<file path="src/common/stop_seq_defs.vh">
// stop sequencer constants: field widths, reset values, timing counts
// assumes a 25 MHz control clock; parameter units are 0.1 s and 0.01 %
`ifndef STOP_SEQ_DEFS_VH
`define STOP_SEQ_DEFS_VH

// ****************************************************************
// clock and tick timing
// ****************************************************************
`define CLK_HZ            25000000
`define TICK_MS           1
`define TICK_CYCLES       ((`CLK_HZ / 1000) * `TICK_MS)
`define TENTH_S_TICKS     100
`define TICK_LAST         16'h61A7
`define TENTH_LAST_MS     7'h63

// ****************************************************************
// widths and scaling
// ****************************************************************
`define SPD_W             16
`define TIME_W            13
`define PCT_W             15
`define ACC_W             32
`define FULL_SPEED        16'h2710
`define QUENCH_GATE_PCT   15'h0019

// ****************************************************************
// reset values of settings
// ****************************************************************
`define RST_NORM_RAMP     13'h0064
`define RST_NORM_TMO      13'h0000
`define RST_HOLD_TIME     13'h000A
`define RST_QUENCH_RATE   15'h0000
`define RST_FAST_RAMP     13'h0001
`define RST_FAST_TMO      13'h0258
`define RST_FAST_ILIM     15'h2710
`define RST_ZERO_THR      15'h00C8
`define RST_NORM_ILIM     15'h2710

// ****************************************************************
// register map
// ****************************************************************
`define ADDR_W            4
`define REG_NORM_RAMP     4'h0
`define REG_NORM_TMO      4'h1
`define REG_HOLD_TIME     4'h2
`define REG_QUENCH_RATE   4'h3
`define REG_FAST_RAMP     4'h4
`define REG_FAST_TMO      4'h5
`define REG_FAST_ILIM     4'h6
`define REG_ZERO_THR      4'h7
`define REG_NORM_ILIM     4'h8
`define REG_STATUS        4'h9
`define REG_DEMAND        4'hA

`endif

</file>
<file path="src/rtl/tenth_timer.v">
// tenth-of-second down timer used for stop timeouts and contactor hold
// assumes tick_en pulses once per millisecond
`timescale 1ns/1ps
`include "stop_seq_defs.vh"

module tenth_timer (
  ref_clk,
  reset,
  clk_en,
  tick_en,
  start,
  clear,
  load_val,
  running_q,
  done_q
);
  input                  ref_clk;
  input                  reset;
  input                  clk_en;
  input                  tick_en;
  input                  start;
  input                  clear;
  input  [`TIME_W-1:0]   load_val;
  output reg             running_q;
  output reg             done_q;

  reg [`TIME_W-1:0] tenths_q;
  reg [6:0]         ms_q;

  // counts down tenths; done holds until clear or restart
  always @(posedge ref_clk or posedge reset) begin
    if (reset) begin
      tenths_q  <= 13'h0000;
      ms_q      <= 7'h00;
      running_q <= 1'b0;
      done_q    <= 1'b0;
    end else if (clk_en) begin
      if (clear) begin
        running_q <= 1'b0;
        done_q    <= 1'b0;
      end else if (start) begin
        tenths_q  <= load_val;
        ms_q      <= 7'h00;
        running_q <= (load_val != 13'h0000);
        done_q    <= (load_val == 13'h0000);
      end else if (running_q && tick_en) begin
        if (ms_q == `TENTH_LAST_MS) begin
          ms_q <= 7'h00;
          if (tenths_q == 13'h0001) begin
            running_q <= 1'b0;
            done_q    <= 1'b1;
          end
          tenths_q <= tenths_q - 13'h0001;
        end else begin
          ms_q <= ms_q + 7'h01;
        end
      end
    end
  end
endmodule // tenth_timer

</file>
<file path="src/rtl/motor_stop_sequencer.v">
// motor stop sequencer: stop hierarchy, ramps, timeouts, contactor hold
// assumes synchronous terminal inputs (high = asserted/healthy) on ref_clk
//
// The implementer's own choices: the plain strobed port and the register addresses.
`timescale 1ns/1ps
`include "stop_seq_defs.vh"

module motor_stop_sequencer (
  ref_clk,
  reset,
  clk_en,
  run_terminal,
  fast_stop_terminal,
  freewheel_terminal,
  enable_terminal,
  speed_setpoint,
  speed_feedback,
  reg_addr,
  reg_wdata,
  reg_wr,
  reg_rd,
  reg_rdata_q,
  speed_demand_q,
  current_limit_q,
  current_quench_rate_q,
  loops_enable_q,
  loops_reset_q,
  contactor_pilot_q,
  drive_enable_q
);
  input                  ref_clk;
  input                  reset;
  input                  clk_en;
  input                  run_terminal;
  input                  fast_stop_terminal;
  input                  freewheel_terminal;  // low = freewheel stop
  input                  enable_terminal;
  input  [`SPD_W-1:0]    speed_setpoint;
  input  [`SPD_W-1:0]    speed_feedback;
  input  [`ADDR_W-1:0]   reg_addr;
  input  [15:0]          reg_wdata;
  input                  reg_wr;
  input                  reg_rd;
  output reg [15:0]      reg_rdata_q;
  output reg [`SPD_W-1:0] speed_demand_q;
  output reg [`PCT_W-1:0] current_limit_q;
  output reg [`PCT_W-1:0] current_quench_rate_q;
  output reg             loops_enable_q;
  output reg             loops_reset_q;
  output reg             contactor_pilot_q;
  output reg             drive_enable_q;

  // ****************************************************************
  // states
  // ****************************************************************
  localparam ST_IDLE  = 3'd0;
  localparam ST_RUN   = 3'd1;
  localparam ST_NSTOP = 3'd2;
  localparam ST_FSTOP = 3'd3;
  localparam ST_HOLD  = 3'd4;
  localparam ST_OFF   = 3'd5;

  reg [2:0]          state_q;
  reg [2:0]          state_d;
  reg [`TIME_W-1:0]  norm_ramp_q;
  reg [`TIME_W-1:0]  norm_tmo_q;
  reg [`TIME_W-1:0]  hold_time_q;
  reg [`PCT_W-1:0]   quench_rate_q;
  reg [`TIME_W-1:0]  fast_ramp_q;
  reg [`TIME_W-1:0]  fast_tmo_q;
  reg [`PCT_W-1:0]   fast_ilim_q;
  reg [`PCT_W-1:0]   zero_thr_q;
  reg [`PCT_W-1:0]   norm_ilim_q;
  reg [15:0]         tick_cnt_q;
  reg                tick_q;
  reg [`ACC_W-1:0]   ramp_acc_q;

  // ****************************************************************
  // helpers
  // ****************************************************************
  // feedback below a threshold (units of 0.01 %)
  function below_thr;
    input [`SPD_W-1:0] spd;
    input [`PCT_W-1:0] thr;
    begin
      below_thr = (spd < {1'b0, thr});
    end
  endfunction

  // ramp step per ms in 1/1000 of 0.01 %: full speed over ramp tenths
  function [`ACC_W-1:0] ramp_step;
    input [`TIME_W-1:0] tenths;
    begin
      ramp_step = (32'd10000 * 32'd10) / {19'h0, tenths};
    end
  endfunction

  // accumulator tops out at full scale times 1000, so the quotient fits the demand width
  wire [`ACC_W-1:0] ramp_demand = ramp_acc_q / 32'h0000_03E8;
  wire at_zero      = below_thr(speed_feedback, zero_thr_q);
  wire norm_done, fast_done, hold_done;
  wire quench_gate  = (zero_thr_q > `QUENCH_GATE_PCT) && (quench_rate_q != 15'h0000);

  // ****************************************************************
  // register bus
  // ****************************************************************
  // writes steer settings; reads show settings and live state
  always @(posedge ref_clk or posedge reset) begin
    if (reset) begin
      norm_ramp_q   <= `RST_NORM_RAMP;
      norm_tmo_q    <= `RST_NORM_TMO;
      hold_time_q   <= `RST_HOLD_TIME;
      quench_rate_q <= `RST_QUENCH_RATE;
      fast_ramp_q   <= `RST_FAST_RAMP;
      fast_tmo_q    <= `RST_FAST_TMO;
      fast_ilim_q   <= `RST_FAST_ILIM;
      zero_thr_q    <= `RST_ZERO_THR;
      norm_ilim_q   <= `RST_NORM_ILIM;
      reg_rdata_q   <= 16'h0000;
    end else if (clk_en) begin
      reg_rdata_q <= 16'h0000;
      if (reg_wr) begin
        case (reg_addr)
          `REG_NORM_RAMP:   norm_ramp_q   <= (reg_wdata[12:0] == 13'h0000) ? 13'h0001
                                              : reg_wdata[12:0];
          `REG_NORM_TMO:    norm_tmo_q    <= reg_wdata[12:0];
          `REG_HOLD_TIME:   hold_time_q   <= (reg_wdata[12:0] == 13'h0000) ? 13'h0001
                                              : reg_wdata[12:0];
          `REG_QUENCH_RATE: quench_rate_q <= reg_wdata[14:0];
          `REG_FAST_RAMP:   fast_ramp_q   <= (reg_wdata[12:0] == 13'h0000) ? 13'h0001
                                              : reg_wdata[12:0];
          `REG_FAST_TMO:    fast_tmo_q    <= reg_wdata[12:0];
          `REG_FAST_ILIM:   fast_ilim_q   <= reg_wdata[14:0];
          `REG_ZERO_THR:    zero_thr_q    <= reg_wdata[14:0];
          `REG_NORM_ILIM:   norm_ilim_q   <= reg_wdata[14:0];
          default: ;
        endcase
      end else if (reg_rd) begin
        case (reg_addr)
          `REG_NORM_RAMP:   reg_rdata_q <= {3'h0, norm_ramp_q};
          `REG_NORM_TMO:    reg_rdata_q <= {3'h0, norm_tmo_q};
          `REG_HOLD_TIME:   reg_rdata_q <= {3'h0, hold_time_q};
          `REG_QUENCH_RATE: reg_rdata_q <= {1'b0, quench_rate_q};
          `REG_FAST_RAMP:   reg_rdata_q <= {3'h0, fast_ramp_q};
          `REG_FAST_TMO:    reg_rdata_q <= {3'h0, fast_tmo_q};
          `REG_FAST_ILIM:   reg_rdata_q <= {1'b0, fast_ilim_q};
          `REG_ZERO_THR:    reg_rdata_q <= {1'b0, zero_thr_q};
          `REG_NORM_ILIM:   reg_rdata_q <= {1'b0, norm_ilim_q};
          `REG_STATUS:      reg_rdata_q <= {9'h000, at_zero, drive_enable_q,
                                            contactor_pilot_q, loops_enable_q, state_q};
          `REG_DEMAND:      reg_rdata_q <= speed_demand_q;
          default:          reg_rdata_q <= 16'h0000;
        endcase
      end
    end
  end

  // ****************************************************************
  // millisecond tick
  // ****************************************************************
  always @(posedge ref_clk or posedge reset) begin
    if (reset) begin
      tick_cnt_q <= 16'h0000;
      tick_q     <= 1'b0;
    end else if (clk_en) begin
      tick_q <= (tick_cnt_q == `TICK_LAST);
      if (tick_cnt_q == `TICK_LAST)
        tick_cnt_q <= 16'h0000;
      else
        tick_cnt_q <= tick_cnt_q + 16'h0001;
    end
  end

  // ****************************************************************
  // timers
  // ****************************************************************
  tenth_timer u_norm_tmo (
    .ref_clk   (ref_clk),
    .reset     (reset),
    .clk_en    (clk_en),
    .tick_en   (tick_q),
    .start     (state_q == ST_RUN && state_d == ST_NSTOP),
    .clear     (state_d != ST_NSTOP),
    .load_val  (norm_tmo_q),
    .running_q (),
    .done_q    (norm_done)
  );

  tenth_timer u_fast_tmo (
    .ref_clk   (ref_clk),
    .reset     (reset),
    .clk_en    (clk_en),
    .tick_en   (tick_q),
    .start     (state_q != ST_FSTOP && state_d == ST_FSTOP),
    .clear     (state_d != ST_FSTOP),
    .load_val  (fast_tmo_q),
    .running_q (),
    .done_q    (fast_done)
  );

  tenth_timer u_hold (
    .ref_clk   (ref_clk),
    .reset     (reset),
    .clk_en    (clk_en),
    .tick_en   (tick_q),
    .start     (state_q == ST_NSTOP && state_d == ST_HOLD),
    .clear     (!enable_terminal),
    .load_val  (hold_time_q),
    .running_q (),
    .done_q    (hold_done)
  );

  // ****************************************************************
  // stop state machine, priority order
  // ****************************************************************
  always @* begin
    state_d = state_q;
    if (!freewheel_terminal) begin
      state_d = ST_OFF;
    end else if (!enable_terminal) begin
      state_d = ST_OFF;
    end else begin
      case (state_q)
        ST_IDLE, ST_OFF: begin
          if (run_terminal && fast_stop_terminal)
            state_d = ST_RUN;
          else
            state_d = ST_OFF;
        end
        ST_RUN: begin
          if (!fast_stop_terminal)
            state_d = ST_FSTOP;
          else if (!run_terminal)
            state_d = ST_NSTOP;
        end
        ST_NSTOP: begin
          if (!fast_stop_terminal)
            state_d = ST_FSTOP;
          else if (norm_done)
            state_d = ST_OFF;
          else if (at_zero && speed_demand_q == 16'h0000)
            state_d = ST_HOLD;
        end
        ST_FSTOP: begin
          if (fast_done || at_zero)
            state_d = ST_OFF;
        end
        ST_HOLD: begin
          if (hold_done)
            state_d = ST_OFF;
        end
        default: state_d = ST_OFF;
      endcase
    end
  end

  // ****************************************************************
  // outputs and ramp
  // ****************************************************************
  always @(posedge ref_clk or posedge reset) begin
    if (reset) begin
      state_q               <= ST_IDLE;
      ramp_acc_q            <= 32'h0000_0000;
      speed_demand_q        <= 16'h0000;
      current_limit_q       <= 15'h0000;
      current_quench_rate_q <= `RST_QUENCH_RATE;
      loops_enable_q        <= 1'b0;
      loops_reset_q         <= 1'b1;
      contactor_pilot_q     <= 1'b0;
      drive_enable_q        <= 1'b0;
    end else if (clk_en) begin
      state_q               <= state_d;
      current_quench_rate_q <= quench_rate_q;
      // ramp accumulator holds demand scaled by 1000
      if (state_d == ST_RUN) begin
        ramp_acc_q <= {16'h0000, speed_setpoint} * 32'd1000;
      end else if ((state_d == ST_NSTOP || state_d == ST_FSTOP) && tick_q) begin
        if (ramp_acc_q > ramp_step(state_d == ST_FSTOP ? fast_ramp_q : norm_ramp_q))
          ramp_acc_q <= ramp_acc_q
                        - ramp_step(state_d == ST_FSTOP ? fast_ramp_q : norm_ramp_q);
        else
          ramp_acc_q <= 32'h0000_0000;
      end else if (state_d == ST_HOLD || state_d == ST_OFF) begin
        ramp_acc_q <= 32'h0000_0000;
      end
      speed_demand_q <= (state_d == ST_RUN) ? speed_setpoint
                        : (state_d == ST_HOLD || state_d == ST_OFF) ? 16'h0000
                        : ramp_demand[`SPD_W-1:0];
      current_limit_q <= (state_d == ST_FSTOP) ? fast_ilim_q : norm_ilim_q;
      contactor_pilot_q <= (state_d == ST_RUN || state_d == ST_NSTOP ||
                            state_d == ST_FSTOP || state_d == ST_HOLD);
      drive_enable_q <= (state_d == ST_RUN || state_d == ST_NSTOP || state_d == ST_FSTOP ||
                         (state_d == ST_HOLD && !quench_gate));
      loops_enable_q <= (state_d == ST_RUN || state_d == ST_NSTOP ||
                         state_d == ST_FSTOP || (state_d == ST_HOLD && !quench_gate));
      loops_reset_q  <= !enable_terminal;
    end
  end
endmodule // motor_stop_sequencer

</file>
<file path="config.mk">
export PLATFORM = sky130hd
export DESIGN_NAME = motor_stop_sequencer
export DESIGN_NICKNAME = d
export VERILOG_FILES = /design/src/rtl/tenth_timer.v /design/src/rtl/motor_stop_sequencer.v
export VERILOG_INCLUDE_DIRS = /design/src /design/src/common
export SDC_FILE = /design/constraint.sdc
export NUM_CORES = 2
export LEC_CHECK = 0
export ABC_AREA = 1
export BUFFER_PORTS_ARGS = -buffer_cell sky130_fd_sc_hd__buf_4
export CAP_MARGIN = 20
export CORE_MARGIN = 2
export CORE_UTILIZATION = 45
export CTS_CLUSTER_DIAMETER = 150
export DETAILED_ROUTE_END_ITERATION = 12
export PLACE_DENSITY = 0.69
export RECOVER_POWER = 100
export SYNTH_ARGS = -nofsm -noshare
export SYNTH_HDL_FRONTEND = slang
export SYNTH_HIERARCHICAL = 1
export SYNTH_SLANG_ARGS = --single-unit
</file>
<file path="constraint.sdc">
create_clock -name ref_clk -period 79 [get_ports ref_clk]
set_clock_uncertainty 0.05 [all_clocks]
set_input_delay 11.85 -clock ref_clk [delete_from_list [all_inputs] [get_ports ref_clk]]
set_output_delay 11.85 -clock ref_clk [all_outputs]
set_load 0.02 [all_outputs]
</file>
==> flow_summary.toml <==
[synthesis]
ys_seq_area_share_pct = 15.8
synth_edf_count = 0
syn_nets = 8265
yosys_warnings = 6
synth_cell_type_count = 84
synth-seq-cells = 308
synth_area_per_cell_um2 = 6.35
postSynth.asyncResetShare_pct = 100
synth_cells = 7735
synth_area_um2 = 49100
ys.flop_type = "dfrtp_1"

[clock_network]
clock-sinks = 308
path_clk_slew_ns = 0.06
clk_latency_ns = 0.56
cts_tree = "done"
clk_root_buffer_cell = "clkbuf_16"
clk_path_buf_depth = 3
cts_made_buffers = 35
h-tree-depth = 2

[status]
violations = "capacitance limit, slew limit"
outcome = "complete, but fails checks"

[setup_path]
cp-end-kind = "register"
slowest_stage = "ha_1"
cpPeakStageDelay_ns = 0.41
cp_max_fo = 17
worstPathRequired_ns = 79.34
path_class = "in2reg"
cp-start-kind = "input port"
worst_path_most_repeated_cell = "nand2_1"
reg2reg_depth = 492
worstPathArrival_ns = 74.73
r2r-start = "zero_thr_q[7]"
crit_path_start = "speed_feedback[11]"

[sta]
period_share_pct = 94.2
finalHoldViolations = 0
max_slew_margin_pct = -284
drv_slew = 374
fmax_mhz = 13.4
setup_tns_ns = 0
min_period_ns = 74.39
worstMarginPinSlew_ns = 5.73
setup_viol = 0

[final_layout]
fin_nets = 8587
finish.utilization_pct = 51.1
antenna_cells = 0
layout-area-overhead-vs-synth_pct = 12.9
drive_above_1_share_pct = 15.7

[hold_path]
hold_depth = 1
worstHoldStart = "tick_cnt_q[15]"
min_path_type = "reg2reg"

[die]
coreArea_um2 = 109000
die_w_um = 334
pin_count = 127
rows = 121
start_util_pct = 45.2
die_y_um = 334
die_area_um2 = 112000

[place]
gp_congestion = 0.987
hpwl_mm = 119
port_buffers = 125

[detailed_routing]
drc = 0
viasPerCell = 5.48
dr.first_iter.drc_count = 4273
routedWlPerCell_um = 16.2
via_count = 52100
ant_nets = 0
wirelength_mm = 154
drtPass1Iterations = 6

[global_routing]
grt_overflow = 0
grtUsageTotal_pct = 26.2
grt_pass1_wl_mm = 244
grt_start_max_net_pins = 129
grt_pass1_vias = 47100
antenna_found_initial = 2

[run]
max_cap_viol_count = 8
[Yosys cell counts (all sizes together) (25+ instances only)]
library cell  number  area, um^2
ha               414        5180
or2               54         338
xnor2            129        1130
nor2             793        3540
xor2             231        2020
o21ai            699        3630
clkinv            25         118
inv             1033        3910
a21oi            460        2340
o22ai             37         231
o21bai            50         387
o211ai            32         240
a31oi             46         288
buf               60         581
a221oi            30         263
nand3b            36         270
fa                55        1100
clkbuf            99         399
nor3              74         397
nand3            560        3470
nand2           2177        9100
nand4            168        1130
dfrtp            284        7110
[worst paths after layout]
path / end / slack (ns)
setup / recovery: ramp_acc_q[31] / 4.61
hold / removal: tick_cnt_q[15] / 0.43
setup reg to reg: ramp_acc_q[31] / 15.40
hold reg to reg: tick_cnt_q[15] / 0.43
max in group asynchronous: speed_demand_q[14] / 58.75
min in group asynchronous: u_fast_tmo/ms_q[0] / 11.55
[cell type report]
type,count,area [um^2]
clock inverters,17,295
well taps,1414,1770
flip-flops and latches,308,7740
inverters,1058,4070
fillers,11000,53100
multi-input cells,6216,37500
clock buffers,46,987
repair buffers,436,3100
repair inverters,2,11.3
[state kept, by name, indices dropped and copies added (netlist names), 15 cells and up]
register,count
ramp_acc_q,32
reg_rdata_q,16
speed_demand_q,16
tick_cnt_q,16
current_limit_q,15
current_quench_rate_q,15
fast_ilim_q,15
norm_ilim_q,15
quench_rate_q,15
zero_thr_q,15
[layer usage]
layer  global-route usage (%)  up-vias  part of all wire (%)
li1                         -    26200                     -
met5                        0        -                     0
met2                     42.7     1534                    45
met1                     36.6    24100                    45
met3                     2.67      281                   6.4
met4                     7.65        0                   3.2
[worst max-delay path: cells and delay by family]
kind	cells	cell delay, ns
AND/OR/NAND/NOR	249	25.36
AO/OA/AOI/OAI	145	20.61
adder cells (fa/ha/maj)	32	9.40
buffers and inverters	64	7.16
XOR/XNOR	1	0.13
[cell families (layout without fill, tap and decap cells)]
kind of cell / count (synthesis) / after routing / share of synthesized area, %
buffers and inverters: 1217 / 1559 / 10.2
AND/OR/NAND/NOR: 3901 / 3907 / 37.7
flip-flops: 308 / 308 / 15.8
XOR/XNOR: 360 / 360 / 6.42
AO/OA/AOI/OAI: 1479 / 1479 / 17.1
other: 1 / 1 / 0.00764
adder cells (fa/ha/maj): 469 / 469 / 12.8
[layout by cell type (no fill, tap or decap), types with 32 or more instances in the layout]
cell,count
nand2_1,1918
inv_1,940
nor2_1,679
o21ai_0,502
nand3_1,455
a21oi_1,420
ha_1,386
buf_4,338
dfrtp_1,284
xor2_1,231
nand2_2,200
nand4_1,158
xnor2_1,129
o21ai_1,126
nand3_2,84
clkbuf_1,84
inv_2,75
nor3_1,66
o21ai_2,65
nor2_2,65
fa_1,55
nand2_4,52
or2_2,46
a31oi_1,45
o21bai_1,43
nor2_4,39
a21oi_2,37
nand3b_1,36
clkbuf_16,36
o22ai_1,35
o211ai_1,32
[repair_timing]
action,in CTS,in global routing
buffers inserted,3,96
pin swaps,2,112
gates cloned,1,8
gates resized for setup,20,327
setup endpoints to repair,32,32
hold buffers,0,0
[per-stage QoR]
step	cell area, um^2	instances	hold WS (ns)	setup WS [ns]
3_3_place_gp	52500	9326	0.416	-0.541
2_1_floorplan	49100	7735	0.397	0.0673
5_1_grt	55400	9497	0.458	-0.771
4_1_cts	53800	9393	0.429	0.0285
3_5_place_dp	52500	9326	0.422	-1.64
6_report	55400	9497	0.428	4.61
Power is left out: the tool's default activity adds up to more than one toggle a clock period on the data nets, which glitch-free logic cannot reach.
